$ cat config.mk
export PLATFORM = sky130hd
export DESIGN_NAME = slgc_ser_flat
export DESIGN_NICKNAME = d
export VERILOG_FILES = /design/src/common/slgc_pkg.sv /design/src/common/slgc_link_if.sv /design/src/hw/slgc_ser.sv /design/src/flat_wrapper.sv
export SDC_FILE = /design/constraint.sdc
export NUM_CORES = 1
export LEC_CHECK = 0
export BUFFER_PORTS_ARGS = -buffer_cell sky130_fd_sc_hd__buf_2
export CORE_ASPECT_RATIO = 1.2
export CORE_UTILIZATION = 45
export CTS_BUF_LIST = sky130_fd_sc_hd__clkbuf_8
export DETAILED_ROUTE_END_ITERATION = 10
export GPL_ROUTABILITY_DRIVEN = 0
export PLACE_DENSITY_LB_ADDON = 0.2
export SLEW_MARGIN = 20
export SYNTH_ARGS = -nofsm -noshare
export SYNTH_HDL_FRONTEND = slang
export SYNTH_SLANG_ARGS = --single-unit
$ cat constraint.sdc
create_clock -name clock -period 5.9 [get_ports clock]
set_input_delay 1.77 -clock clock [delete_from_list [all_inputs] [get_ports clock]]
set_output_delay 1.77 -clock clock [all_outputs]
set_load 0.1 [all_outputs]
$ cat src/common/slgc_pkg.sv
// Shared constants for the serial link GPIO configuration ends.
// Assumes both ends run on the same 50 MHz clock.
package slgc_pkg;
    localparam int CLK_NS = 20;
    localparam int AW = 8;
    localparam int DW = 8;
    localparam int FW = 4;
    localparam int NTUN = 4;
    localparam int NLOC = 4;
    // Serializer register offsets
    localparam logic [7:0] OFS_GPIO0 = 8'h0d;
    localparam logic [7:0] OFS_GPIO12 = 8'h0e;
    localparam logic [7:0] OFS_GPIO3 = 8'h0f;
    localparam logic [7:0] OFS_LOC56 = 8'h10;
    localparam logic [7:0] OFS_LOC78 = 8'h11;
    localparam logic [7:0] OFS_IN_LEVELS = 8'h1c;
    localparam logic [7:0] OFS_IN_LEVEL8 = 8'h1d;
    // Deserializer register offsets
    localparam logic [7:0] OFS_D_GPIO0 = 8'h1d;
    localparam logic [7:0] OFS_D_GPIO12 = 8'h1e;
    localparam logic [7:0] OFS_D_GPIO3 = 8'h1f;
    localparam logic [7:0] OFS_D_CHAN = 8'h43;
    localparam logic [7:0] CFG_RESET = 8'h00;
    // Field positions
    localparam int LO = 0;
    localparam int HI = 4;
    localparam int PIN8_BIT = 0;
    localparam int LOC_BASE_BIT = 5;
    // Field codes
    localparam logic [3:0] CODE_OUT_LOW = 4'h1;
    localparam logic [3:0] CODE_OUT_HIGH = 4'h9;
    localparam logic [3:0] CODE_INPUT = 4'h3;
    localparam logic [3:0] CODE_BACK = 4'h5;
    localparam logic [3:0] CODE_FWD = 4'h3;
    // Back-channel GPIO mode codes
    localparam logic [2:0] MODE_NORMAL4 = 3'h0;
    localparam logic [2:0] MODE_FAST4 = 3'h3;
    localparam logic [2:0] MODE_FAST2 = 3'h2;
    localparam logic [2:0] MODE_FAST1 = 3'h1;
    localparam logic [3:0] MASK_ALL = 4'hf;
    localparam logic [3:0] MASK_PAIR = 4'h3;
    localparam logic [3:0] MASK_ONE = 4'h1;
    localparam logic [3:0] MASK_NONE = 4'h0;
    localparam logic [4:0] SPF_NORMAL4 = 5'h01;
    localparam logic [4:0] SPF_FAST4 = 5'h06;
    localparam logic [4:0] SPF_FAST2 = 5'h0a;
    localparam logic [4:0] SPF_FAST1 = 5'h0f;
    // Back-channel frame time per line rate
    localparam int FRAME_NS_5M = 7500;
    localparam int FRAME_NS_10M = 3750;
    localparam int FRAME_NS_20M = 1875;
    localparam int FRAME_CYC_5M = FRAME_NS_5M / CLK_NS;
    localparam int FRAME_CYC_10M = FRAME_NS_10M / CLK_NS;
    localparam int FRAME_CYC_20M = FRAME_NS_20M / CLK_NS;
    localparam logic [1:0] RATE_5M = 2'h0;
    localparam logic [1:0] RATE_10M = 2'h1;
    localparam logic [1:0] RATE_20M = 2'h2;

    function automatic logic [3:0] bc_mask(input logic [2:0] mode);
        case (mode)
            MODE_NORMAL4, MODE_FAST4: bc_mask = MASK_ALL;
            MODE_FAST2: bc_mask = MASK_PAIR;
            MODE_FAST1: bc_mask = MASK_ONE;
            default: bc_mask = MASK_NONE;
        endcase
    endfunction
endpackage

$ cat src/common/slgc_link_if.sv
// Serial link between serializer and deserializer ends.
// Both ends share one clock; the bench joins the two modports.
`timescale 1ns/1ps
interface slgc_link_if;
    logic [3:0] fwd_gpio;
    logic fwd_valid;
    logic bc_strobe;
    logic [2:0] bc_mode;
    logic [1:0] bc_rate;
    logic [3:0] bc_gpio;
    logic rreq;
    logic rwrite;
    logic [7:0] raddr;
    logic [7:0] rwdata;
    logic rack;
    logic [7:0] rrdata;
    modport ser (output fwd_gpio, fwd_valid, rack, rrdata,
        input bc_strobe, bc_mode, bc_rate, bc_gpio, rreq, rwrite, raddr,
        rwdata);
    modport des (input fwd_gpio, fwd_valid, rack, rrdata,
        output bc_strobe, bc_mode, bc_rate, bc_gpio, rreq, rwrite, raddr,
        rwdata);
endinterface

$ cat src/hw/slgc_ser.sv
// Serializer end: tunneled and register-only GPIOs with local and remote
// register access. Assumes the link partner shares this clock.
`timescale 1ns/1ps
module slgc_ser (
    input wire logic clock, // System clock
    input wire logic srst, // Synchronous reset
    input wire logic ce, // Clock enable
    slgc_link_if.ser link, // Serial link
    input wire logic reg_req, // Local register request
    input wire logic reg_write, // Local write
    input wire logic [7:0] reg_addr, // Local address
    input wire logic [7:0] reg_wdata, // Local write data
    output logic reg_ack, // Local access done
    output logic [7:0] reg_rdata, // Local read data
    input wire logic [3:0] gpio_i, // Tunneled pin levels
    output logic [3:0] gpio_o, // Tunneled pin drive
    output logic [3:0] gpio_oe_n, // Low while driving
    input wire logic [3:0] loc_gpio_i, // Pins 5-8 levels
    output logic [3:0] loc_gpio_o, // Pins 5-8 drive
    output logic [3:0] loc_gpio_oe_n, // Low while driving
    output logic [3:0] audio_in, // Audio inputs after override
    output logic [2:0] back_link_mode, // Mode set by far end
    output logic [1:0] back_link_rate // Rate set by far end
);
    logic [7:0] cfg_gpio0, cfg_gpio12, cfg_gpio3, cfg_loc56, cfg_loc78;
    logic [3:0] tsync1, tsync2, lsync1, lsync2;
    logic [3:0] tcode [4];
    logic [3:0] lcode [4];
    logic [3:0] tin, lin, bc_level;
    logic take_rem, acc_go, acc_wr;
    logic [7:0] acc_addr, acc_wdata, rd;
    logic [3:0] bc_sel;

    assign bc_sel = slgc_pkg::bc_mask(link.bc_mode);

    assign tcode[0] = cfg_gpio0[slgc_pkg::LO +: slgc_pkg::FW];
    assign tcode[1] = cfg_gpio12[slgc_pkg::LO +: slgc_pkg::FW];
    assign tcode[2] = cfg_gpio12[slgc_pkg::HI +: slgc_pkg::FW];
    assign tcode[3] = cfg_gpio3[slgc_pkg::LO +: slgc_pkg::FW];
    assign lcode[0] = cfg_loc56[slgc_pkg::LO +: slgc_pkg::FW];
    assign lcode[1] = cfg_loc56[slgc_pkg::HI +: slgc_pkg::FW];
    assign lcode[2] = cfg_loc78[slgc_pkg::LO +: slgc_pkg::FW];
    assign lcode[3] = cfg_loc78[slgc_pkg::HI +: slgc_pkg::FW];

    // Local access wins; remote waits while reg_req is high
    assign take_rem = link.rreq && !link.rack && !reg_req;
    assign acc_go = reg_req || take_rem;
    assign acc_wr = reg_req ? reg_write : link.rwrite;
    assign acc_addr = reg_req ? reg_addr : link.raddr;
    assign acc_wdata = reg_req ? reg_wdata : link.rwdata;

    // Pin synchronisers
    always_ff @(posedge clock) begin
        if (srst) begin
            tsync1 <= '0;
            tsync2 <= '0;
            lsync1 <= '0;
            lsync2 <= '0;
        end else if (ce) begin
            tsync1 <= gpio_i;
            tsync2 <= tsync1;
            lsync1 <= loc_gpio_i;
            lsync2 <= lsync1;
        end
    end

    // Readable levels only in input mode
    always_comb begin
        for (int k = 0; k < slgc_pkg::NTUN; k++) begin
            tin[k] = (tcode[k] == slgc_pkg::CODE_INPUT) & tsync2[k];
            lin[k] = (lcode[k] == slgc_pkg::CODE_INPUT) & lsync2[k];
        end
    end

    // Configuration registers
    always_ff @(posedge clock) begin
        if (srst) begin
            cfg_gpio0 <= slgc_pkg::CFG_RESET;
            cfg_gpio12 <= slgc_pkg::CFG_RESET;
            cfg_gpio3 <= slgc_pkg::CFG_RESET;
            cfg_loc56 <= slgc_pkg::CFG_RESET;
            cfg_loc78 <= slgc_pkg::CFG_RESET;
        end else if (ce && acc_go && acc_wr) begin
            case (acc_addr)
                slgc_pkg::OFS_GPIO0: cfg_gpio0 <= acc_wdata;
                slgc_pkg::OFS_GPIO12: cfg_gpio12 <= acc_wdata;
                slgc_pkg::OFS_GPIO3: cfg_gpio3 <= acc_wdata;
                slgc_pkg::OFS_LOC56: cfg_loc56 <= acc_wdata;
                slgc_pkg::OFS_LOC78: cfg_loc78 <= acc_wdata;
                default: ;
            endcase
        end
    end

    // Read mux
    always_comb begin
        rd = '0;
        case (acc_addr)
            slgc_pkg::OFS_GPIO0: rd = cfg_gpio0;
            slgc_pkg::OFS_GPIO12: rd = cfg_gpio12;
            slgc_pkg::OFS_GPIO3: rd = cfg_gpio3;
            slgc_pkg::OFS_LOC56: rd = cfg_loc56;
            slgc_pkg::OFS_LOC78: rd = cfg_loc78;
            slgc_pkg::OFS_IN_LEVELS: begin
                rd[slgc_pkg::NTUN-1:0] = tin;
                rd[slgc_pkg::LOC_BASE_BIT +: 3] = lin[2:0];
            end
            slgc_pkg::OFS_IN_LEVEL8: rd[slgc_pkg::PIN8_BIT] = lin[3];
            default: rd = '0;
        endcase
    end

    // Access answers, one cycle after the request is taken
    always_ff @(posedge clock) begin
        if (srst) begin
            reg_ack <= 1'b0;
            reg_rdata <= '0;
            link.rack <= 1'b0;
            link.rrdata <= '0;
        end else if (ce) begin
            reg_ack <= reg_req;
            link.rack <= take_rem;
            if (reg_req) begin
                reg_rdata <= rd;
            end
            if (take_rem) begin
                link.rrdata <= rd;
            end
        end
    end

    // Back-channel samples; far end decides mode and rate
    always_ff @(posedge clock) begin
        if (srst) begin
            bc_level <= '0;
            back_link_mode <= slgc_pkg::MODE_NORMAL4;
            back_link_rate <= slgc_pkg::RATE_5M;
        end else if (ce && link.bc_strobe) begin
            back_link_mode <= link.bc_mode;
            back_link_rate <= link.bc_rate;
            for (int k = 0; k < slgc_pkg::NTUN; k++) begin
                if (bc_sel[k]) begin
                    bc_level[k] <= link.bc_gpio[k];
                end
            end
        end
    end

    // Tunneled pin drivers and forward samples
    always_ff @(posedge clock) begin
        if (srst) begin
            gpio_o <= '0;
            gpio_oe_n <= '1;
            link.fwd_gpio <= '0;
            link.fwd_valid <= 1'b0;
        end else if (ce) begin
            link.fwd_valid <= 1'b1;
            for (int k = 0; k < slgc_pkg::NTUN; k++) begin
                link.fwd_gpio[k] <= (tcode[k] == slgc_pkg::CODE_FWD) &
                    tsync2[k];
                case (tcode[k])
                    slgc_pkg::CODE_OUT_LOW: begin
                        gpio_o[k] <= 1'b0;
                        gpio_oe_n[k] <= 1'b0;
                    end
                    slgc_pkg::CODE_OUT_HIGH: begin
                        gpio_o[k] <= 1'b1;
                        gpio_oe_n[k] <= 1'b0;
                    end
                    slgc_pkg::CODE_BACK: begin
                        gpio_o[k] <= bc_level[k];
                        gpio_oe_n[k] <= 1'b0;
                    end
                    default: begin
                        gpio_o[k] <= 1'b0;
                        gpio_oe_n[k] <= 1'b1;
                    end
                endcase
            end
        end
    end

    // Register-only pins stay local and take over shared audio inputs
    always_ff @(posedge clock) begin
        if (srst) begin
            loc_gpio_o <= '0;
            loc_gpio_oe_n <= '1;
            audio_in <= '0;
        end else if (ce) begin
            for (int k = 0; k < slgc_pkg::NLOC; k++) begin
                case (lcode[k])
                    slgc_pkg::CODE_OUT_LOW: begin
                        loc_gpio_o[k] <= 1'b0;
                        loc_gpio_oe_n[k] <= 1'b0;
                        audio_in[k] <= 1'b0;
                    end
                    slgc_pkg::CODE_OUT_HIGH: begin
                        loc_gpio_o[k] <= 1'b1;
                        loc_gpio_oe_n[k] <= 1'b0;
                        audio_in[k] <= 1'b0;
                    end
                    slgc_pkg::CODE_INPUT: begin
                        loc_gpio_o[k] <= 1'b0;
                        loc_gpio_oe_n[k] <= 1'b1;
                        audio_in[k] <= 1'b0;
                    end
                    default: begin
                        loc_gpio_o[k] <= 1'b0;
                        loc_gpio_oe_n[k] <= 1'b1;
                        audio_in[k] <= lsync2[k];
                    end
                endcase
            end
        end
    end
endmodule

$ cat src/flat_wrapper.sv
// flat-port wrapper written by rule: the top's interface ports become plain ports
module slgc_ser_flat 
  (clock, srst, ce, reg_req, reg_write, reg_addr, reg_wdata, reg_ack, reg_rdata, gpio_i, gpio_o, gpio_oe_n, loc_gpio_i, loc_gpio_o, loc_gpio_oe_n, audio_in, back_link_mode, back_link_rate, link_fwd_gpio, link_fwd_valid, link_rack, link_rrdata, link_bc_strobe, link_bc_mode, link_bc_rate, link_bc_gpio, link_rreq, link_rwrite, link_raddr, link_rwdata);
  slgc_link_if link_i ();
  input wire logic clock;
  input wire logic srst;
  input wire logic ce;
  input wire logic reg_req;
  input wire logic reg_write;
  input wire logic [7:0] reg_addr;
  input wire logic [7:0] reg_wdata;
  output logic reg_ack;
  output logic [7:0] reg_rdata;
  input wire logic [3:0] gpio_i;
  output logic [3:0] gpio_o;
  output logic [3:0] gpio_oe_n;
  input wire logic [3:0] loc_gpio_i;
  output logic [3:0] loc_gpio_o;
  output logic [3:0] loc_gpio_oe_n;
  output logic [3:0] audio_in;
  output logic [2:0] back_link_mode;
  output logic [1:0] back_link_rate;
  output wire logic [$bits(link_i.fwd_gpio)-1:0] link_fwd_gpio;
  output wire logic [$bits(link_i.fwd_valid)-1:0] link_fwd_valid;
  output wire logic [$bits(link_i.rack)-1:0] link_rack;
  output wire logic [$bits(link_i.rrdata)-1:0] link_rrdata;
  input wire logic [$bits(link_i.bc_strobe)-1:0] link_bc_strobe;
  input wire logic [$bits(link_i.bc_mode)-1:0] link_bc_mode;
  input wire logic [$bits(link_i.bc_rate)-1:0] link_bc_rate;
  input wire logic [$bits(link_i.bc_gpio)-1:0] link_bc_gpio;
  input wire logic [$bits(link_i.rreq)-1:0] link_rreq;
  input wire logic [$bits(link_i.rwrite)-1:0] link_rwrite;
  input wire logic [$bits(link_i.raddr)-1:0] link_raddr;
  input wire logic [$bits(link_i.rwdata)-1:0] link_rwdata;
  assign link_fwd_gpio = link_i.fwd_gpio;
  assign link_fwd_valid = link_i.fwd_valid;
  assign link_rack = link_i.rack;
  assign link_rrdata = link_i.rrdata;
  assign link_i.bc_strobe = link_bc_strobe;
  assign link_i.bc_mode = link_bc_mode;
  assign link_i.bc_rate = link_bc_rate;
  assign link_i.bc_gpio = link_bc_gpio;
  assign link_i.rreq = link_rreq;
  assign link_i.rwrite = link_rwrite;
  assign link_i.raddr = link_raddr;
  assign link_i.rwdata = link_rwdata;
  slgc_ser u_core (.clock(clock), .srst(srst), .ce(ce), .link(link_i), .reg_req(reg_req), .reg_write(reg_write), .reg_addr(reg_addr), .reg_wdata(reg_wdata), .reg_ack(reg_ack), .reg_rdata(reg_rdata), .gpio_i(gpio_i), .gpio_o(gpio_o), .gpio_oe_n(gpio_oe_n), .loc_gpio_i(loc_gpio_i), .loc_gpio_o(loc_gpio_o), .loc_gpio_oe_n(loc_gpio_oe_n), .audio_in(audio_in), .back_link_mode(back_link_mode), .back_link_rate(back_link_rate));
endmodule
# Word-level counts from Yosys, hierarchy flattened
# Cells that the tools add are included.
# W data, S select, Z words.
[totals]
regBits = 108
in_bits = 57
output_inout_bits = 48
wordCells = 133
[classes]
n_eq_ne = 38
muxes = 28
n_bitwise = 8
n_reduce_logical = 33
[ops]
columns = ["cell", "count"]
rows = [
  ["$pmux W3 S6", 2],
  ["$eq A4 B1 Y1 const B", 8],
  ["$eq A4 B2 Y1 const B", 8],
  ["$eq A4 B4 Y1 const B", 8],
  ["$eq A8 B5 Y1 const B", 4],
  ["$eq A8 B4 Y1 const B", 3],
  ["$reduce_or A3 Y1", 8],
  ["$reduce_and A2 Y1", 11],
  ["$mux W1", 17],
  ["$eq A4 B3 Y1 const B", 4],
  ["$mux W8", 2],
  ["$pmux W4 S3", 1],
  ["$reduce_or A2 Y1", 5],
  ["$and A1 B1 Y1", 8],
  ["$pmux W1 S2", 4],
  ["$pmux W1 S7", 1],
  ["$eq A3 B2 Y1 const B", 2],
  ["$logic_and A1 B1 Y1", 5],
  ["$pmux W1 S5", 1],
  ["$eq A3 B1 Y1 const B", 1],
  ["$logic_not A3 Y1", 1],
  ["$logic_not A1 Y1", 2],
  ["$logic_or A1 B1 Y1", 1],
]

# Depth between registers and ports, before layout
# Gate-level depths: netlist of the first run.
[logic_depth]
depth_word = 7
depth_mapped = 10
depth_no_buf = 6

# Least setup slack after synthesis of the first run
# OpenSTA, ideal clock, no wires.
[synth_path]
path_kind = "in2reg"
from = "in reg_req"
to = "reg u_core.link.rrdata[0]"
setup_time_ns = 0.142
arrival_time_ns = 3.267
required_time_ns = 5.758
slack_ns = 2.491
stages = 9
path_buffers = 4
cell_sequence = "buf_6 buf_4 buf_4 a32oi_1 nor2b_1 buf_2 a22o_1 a2111oi_2 a211oi_1"
[synth_via]
elab_chain_len = 3
word_cells_on_any_way = 12
classes_between = "eq/ne (7); mux (2); reduce/logical (3)"
[synth_lines]
columns = ["element", "line_no", "text"]
rows = [
  ["start, declared", "flat_wrapper.sv:8", "input wire logic reg_req;"],
  ["$mux W8 / $logic_not A1 Y1 (equally long branches)", "slgc_ser.sv:49, slgc_ser.sv:46", ""],
  ["$eq A8 B5 Y1 (tied with other cells)", "slgc_ser.sv:98", "case (acc_addr)"],
  ["$pmux W1 S7 / $reduce_and A2 Y1 (equally long branches)", "-", ""],
  ["end signal, assigned", "slgc_ser.sv:127", "link.rrdata <= rd;"],
  ["end, declared", "slgc_link_if.sv:17", "modport ser (output fwd_gpio, fwd_valid, rack, rrdata,"],
]
# Parallel ways exist; a longest one is shown, timed or not.
# A chain may end at the register's enable or synchronous reset.

# Worst setup path after layout of the first run
[layout_path]
from = "in ce"
to = "reg u_core.cfg_loc78[7]"
[layout_via]
elab_chain_len = 3
[layout_lines]
columns = ["element", "line_no", "text"]
rows = [
  ["start, declared", "flat_wrapper.sv:7", "input wire logic ce;"],
  ["$logic_and A1 B1 Y1 (2 in series)", "slgc_ser.sv:83", "end else if (ce && acc_go && acc_wr) begin"],
  ["$reduce_and A2 Y1 (no line)", "-", ""],
  ["end signal, assigned", "slgc_ser.sv:82", "cfg_loc78 <= slgc_pkg::CFG_RESET;"],
  ["end signal, assigned", "slgc_ser.sv:89", "slgc_pkg::OFS_LOC78: cfg_loc78 <= acc_wdata;"],
  ["end, declared", "slgc_ser.sv:25", "logic [7:0] cfg_gpio0, cfg_gpio12, cfg_gpio3, cfg_loc56, cfg_loc78;"],
]
# No other way between the ends.

==> impl_metrics.tcl, run 1 <==
set metrics [dict create \
    setup_viol 0 \
    area_growth_pct 16.0 \
    startpoint "ce" \
    p_leak_nw 2.39 \
    dp.cells 706 \
    coreArea_sq_um 10100 \
    finalNetCount 648 \
    ys_seq_area_frac 0.456 \
    hold_path.class "register to register" \
    die_area_sq_um 10900 \
    cts_inserted_buffers 9 \
    first_iter_violations 253 \
    cp.arrival_ps 4320 \
    drc 0 \
    fmax_ghz 0.243 \
    postCtsHoldBufs 0 \
    dpl.hpwl_mm 8.67 \
    root_buffer "clkbuf_8" \
    power_density_nw_per_um2 262 \
    synth_area_sq_um 4740 \
    ys_ff_latch 108 \
    vias_per_cell 5.53 \
    hold_viol 0 \
    slew_viol_final 0 \
    worstPathCellList "buf_2 > and2_1 > a22o_2 > and4_1 > mux2i_1 > nor2_1" \
    vdd_drop_max_v 0.000127 \
    htree_levels 3 \
    critPathBufInv 1 \
    tns_ps 0 \
    insertion_delay_ps 370 \
    cp-end-kind "register" \
    grt_pass1_vias 3733 \
    clock_path_buffers 2 \
    period_minus_slack_ps 4110 \
    dr.pass1.iters 4 \
    num_vias 3995 \
    yosysUniqueCellTypes 58 \
    drive_gt1_frac 0.257 \
    rsz0062_at_grt "no" \
    yosysWarnings 0 \
    clock-sinks 108 \
    fp.dieH_um 114 \
    path_clk_slew_ps 110 \
    clock-skew-final_ps 11.1 \
    finalCritPeriodShare 0.696 \
    die_w_um 95.7 \
    grt_max_degree 106 \
    grt_pass1_wl_mm 19.1 \
    min-delay-start "u_core.back_link_mode[1]$_SDFFE_PP0P_" \
    maxCapViolations 0 \
    r2r-start "u_core.link.rack$_SDFFE_PP0P_" \
    required_ps 6110 \
    crit_path_top_delay_cell "and2_1" \
    finalNonFillerCells 722 \
    synth_mux_area_frac 0.152 \
    synth_top_family_by_area "simple AND/OR/NAND/NOR gates" \
    synth_ff_type "dfxtp_1" \
    track_usage 0.228 \
    path_delay_family "simple AND/OR/NAND/NOR gates" \
    num_rows 40 \
    routed_wl_mm 12.0 \
    tightest_slew_ps 1110 \
    synthAdderAreaFrac 0 \
    synthArstFlopShare 0 \
    crit_path_start_kind "input pin" \
    synthXorXnorAreaFrac 0 \
    avgSynthCellArea_sq_um 9.37 \
    synth_compound_area_frac 0.148 \
    worstSetupPathType "input pin to register" \
    worstPathMaxFanout 32 \
    final_common_cell "dfxtp_1" \
    cts_tree "yes" \
    start_util 0.469 \
    diodes 0 \
    outcome "completed" \
    synthesis.nets 563 \
    synth_edf_count 0 \
    synth-simple-area-share 0.205 \
    mostFrequentLayoutCells "108 x dfxtp_1, 103 x buf_2, 93 x nor2_1" \
    antenna_found_initial 0 \
    ant_nets 0 \
    cts_resized 0 \
    slowest_delay_ps 720 \
    ios 105 \
    wire_per_inst_um 16.6 \
    io_buffers 104 \
    synthCells 506 \
    gr-total-overflow 0 \
    relSlewSlack 0.258 \
    post_cts_buffers 0 \
]
[kinds of logic after synthesis]
group,Yosys count
muxes,71
and+or+nand+nor,199
buffers and inverters,40
DFF,108
AOI/OAI and AO/OA,88
[synth_stat cells (4+ instances only)]
library cell | instances | area, sq um
nand3b_1 | 6 | 45.0
nor3_1 | 5 | 25.0
a211o_1 | 4 | 35.0
a211oi_2 | 5 | 62.6
inv_1 | 7 | 26.3
mux2i_1 | 63 | 631
dfxtp_1 | 108 | 2160
nand3_1 | 19 | 95.1
a22oi_1 | 9 | 67.6
a311oi_1 | 5 | 43.8
clkbuf_1 | 19 | 71.3
a211oi_1 | 5 | 37.5
mux2_2 | 8 | 90.1
a21oi_1 | 24 | 120
nor2_1 | 93 | 349
nand2_1 | 39 | 146
nor2b_1 | 5 | 31.3
a22o_1 | 5 | 43.8
and3_1 | 4 | 25.0
o21ai_0 | 5 | 25.0
buf_4 | 7 | 52.6
[worst reg2reg max path, delay by kind of cell, from the launching register on]
kind	cells	cell delay (ps)
and+or+nand+nor	3	930
DFF	1	370
AOI/OAI and AO/OA	1	260
muxes	1	250
[area by class of cell]
| type | instances | area [sq um] |
|---|---|---|
| Clock buffer | 10 | 138 |
| Clock inverter | 6 | 77.6 |
| Fill cell | 967 | 4610 |
| Inverter | 7 | 26.3 |
| Multi-Input combinational cell | 358 | 2390 |
| Sequential cell | 108 | 2160 |
| Tap cell | 126 | 158 |
| Timing Repair Buffer | 107 | 546 |
[flip-flops by register name, summed over array words and instances, names as in the netlist, 8 cells and up]
register,count
u_core.cfg_loc56,8
u_core.cfg_loc78,8
u_core.reg_rdata,8
u_core.link.rrdata,8
u_core.cfg_gpio0,8
u_core.cfg_gpio12,8
u_core.cfg_gpio3,8
[metal layers]
| layer | up-vias | GRT usage | part of all wire |
|---|---|---|---|
| li1 | 1970 | - | - |
| met1 | 1898 | 0.307 | 0.47 |
| met2 | 104 | 0.362 | 0.46 |
| met3 | 23 | 0.0425 | 0.044 |
| met4 | 0 | 0.0806 | 0.024 |
| met5 | - | 0 | 0 |
[where the power goes]
| part | switching, mW | internal, mW |
|---|---|---|
| Sequential | 0.00988 | 0.746 |
| Combinational | 0.153 | 0.0509 |
| Clock | 0.263 | 0.216 |
| Total | 0.426 | 1.01 |
[metrics by stage]
step                      hold WS, ps  instance area, sq um  power, mW  setup WS, ps   util
final                             456                  5500       1.44          1790  0.544
after global routing              477                  5500       1.50          1670  0.544
after CTS                         462                  5500       1.45          1840  0.544
after detailed placement          446                  5280      0.977          1450  0.522
after global placement            440                  5280      0.974          1490  0.522
after floorplan                   454                  4740      0.928          2490      -
[final timing paths]
kind | to | slack (ps) | cells past startpoint
max | u_core.cfg_loc78[7]$_SDFFE_PP0P_ | 1790 | 6
min reg2reg | u_core.back_link_mode[1]$_SDFFE_PP0P_ | 460 | 2
max reg2reg | u_core.cfg_loc78[7]$_SDFFE_PP0P_ | 3940 | 5
min | u_core.back_link_mode[1]$_SDFFE_PP0P_ | 460 | 2
Power figures use the tool's default switching activity.
==> inputs of run 2 (changes only) <==
clock period = 3.7 ns   (was 5.9 ns; I/O delays follow)
==> run 2 against run 1 <==
Net effect: flip-flop and latch count unchanged; clock skew rose by 3.5 ps; non-clock buffer count up 6; total power is 68% higher; global-route usage is 0.93 points higher; clock power rose by 84%; largest power group unchanged.
==> impl_metrics.tcl, run 2 (synthesis results as in run 1) <==
set metrics [dict create \
    outcome "completed" \
    hold_path.class "register to register" \
    gr-total-overflow 0 \
    finalCritPeriodShare 0.816 \
    crit_path_start_kind "input pin" \
    fmax_ghz 0.331 \
    dpl.hpwl_mm 9.18 \
    num_rows 40 \
    first_iter_violations 273 \
    dr.pass1.iters 5 \
    tns_ps 0 \
    cts_tree "yes" \
    num_vias 4108 \
    diodes 0 \
    cts_inserted_buffers 9 \
    cp.arrival_ps 3290 \
    worstSetupPathType "input pin to register" \
    area_growth_pct 17.6 \
    worstPathCellList "buf_2 > buf_4 > nor4b_1 > a32oi_1 > and2b_1 > and2_1 > mux2i_1 > nor2_1" \
    htree_levels 3 \
    p_leak_nw 2.44 \
    clock-skew-final_ps 14.6 \
    ios 105 \
    layout_setup_ws_ps 680 \
    maxCapViolations 0 \
    vias_per_cell 5.64 \
    finalNonFillerCells 728 \
    drc 0 \
    fp.dieH_um 114 \
    die_w_um 95.7 \
    slowest_delay_ps 480 \
    mostFrequentLayoutCells "108 x dfxtp_1, 103 x buf_2, 93 x nor2_1" \
    clock-sinks 108 \
    cp-end-kind "register" \
    postLayoutCoreUtil 0.551 \
    vdd_drop_max_v 0.000216 \
    insertion_delay_ps 380 \
    finalNetCount 654 \
    io_buffers 104 \
    holdWs_ps 463 \
    period_minus_slack_ps 3020 \
    slew_viol_final 0 \
    required_ps 3970 \
    wire_per_inst_um 17.3 \
    postCtsHoldBufs 0 \
    coreArea_sq_um 10100 \
    worstPathMaxFanout 14 \
    die_area_sq_um 10900 \
    root_buffer "clkbuf_8" \
    clock_path_buffers 2 \
    placed_area_sq_um 5330 \
    post_cts_buffers 0 \
    antenna_found_initial 0 \
    tightest_slew_ps 728 \
    power_density_nw_per_um2 435 \
    pre_cts_slack_ps 325 \
    grt_max_degree 59 \
    grt_pass1_vias 3805 \
    dp.cells 712 \
    grt_pass1_wl_mm 19.8 \
    setup_viol 0 \
    ant_nets 0 \
    stdcell_area_sq_um 5570 \
    routed_wl_mm 12.6 \
    final_common_cell "dfxtp_1" \
    path_clk_slew_ps 110 \
    relSlewSlack 0.513 \
    hold_viol 0 \
    cts_resized 0 \
    crit_path_top_delay_cell "and2_1" \
    start_util 0.469 \
    drive_gt1_frac 0.262 \
    rsz0062_at_grt "no" \
    power.total_mw 2.42 \
    track_usage 0.237 \
]
[run 2: cell count changes in the layout (fill, tap and decap cells not counted), sizes merged]
| cell | change |
|---|---|
| clkbuf | -1 |
| buf | +6 |
| clkinvlp | -1 |
| bufinv | +2 |
[run 2: final cells by class]
cell class	count	area [sq um]
Fill cell	960	4540
Sequential cell	108	2160
Clock inverter	7	123
Tap cell	126	158
Timing Repair Buffer	113	591
Inverter	7	26.3
Clock buffer	9	124
Multi-Input combinational cell	358	2390
[run 2: critical path: cells and delay by family]
family                 cells  cell delay, ps
AO/OA/AOI/OAI              1              90
multiplexers               1             260
buffers and inverters      2             420
AND/OR/NAND/NOR            4            1400
[run 2: report_power, final]
| group | switching [mW] | internal, mW | leakage, nW |
|---|---|---|---|
| Sequential | 0.0161 | 1.19 | 0.877 |
| Combinational | 0.247 | 0.0847 | 1.44 |
| Clock | 0.428 | 0.456 | 0.127 |
[run 2: worst paths after layout]
kind,start,to,slack [ps],cells after the start
hold / removal,u_core.back_link_rate[0]$_SDFFE_PP0P_,u_core.back_link_rate[0]$_SDFFE_PP0P_,460,2
setup reg to reg,u_core.link.rack$_SDFFE_PP0P_,u_core.cfg_loc78[3]$_SDFFE_PP0P_,1820,5
setup / recovery,reg_req,u_core.cfg_gpio3[0]$_SDFFE_PP0P_,680,8
hold reg to reg,u_core.back_link_rate[0]$_SDFFE_PP0P_,u_core.back_link_rate[0]$_SDFFE_PP0P_,460,2
[run 2: per-layer routing]
metal | vias up | track usage | wire (um)
met5 | - | 0 | 0
met4 | 0 | 0.0896 | 311
met3 | 26 | 0.0279 | 674
met2 | 161 | 0.391 | 6050
met1 | 1941 | 0.315 | 5530
li1 | 1980 | - | -
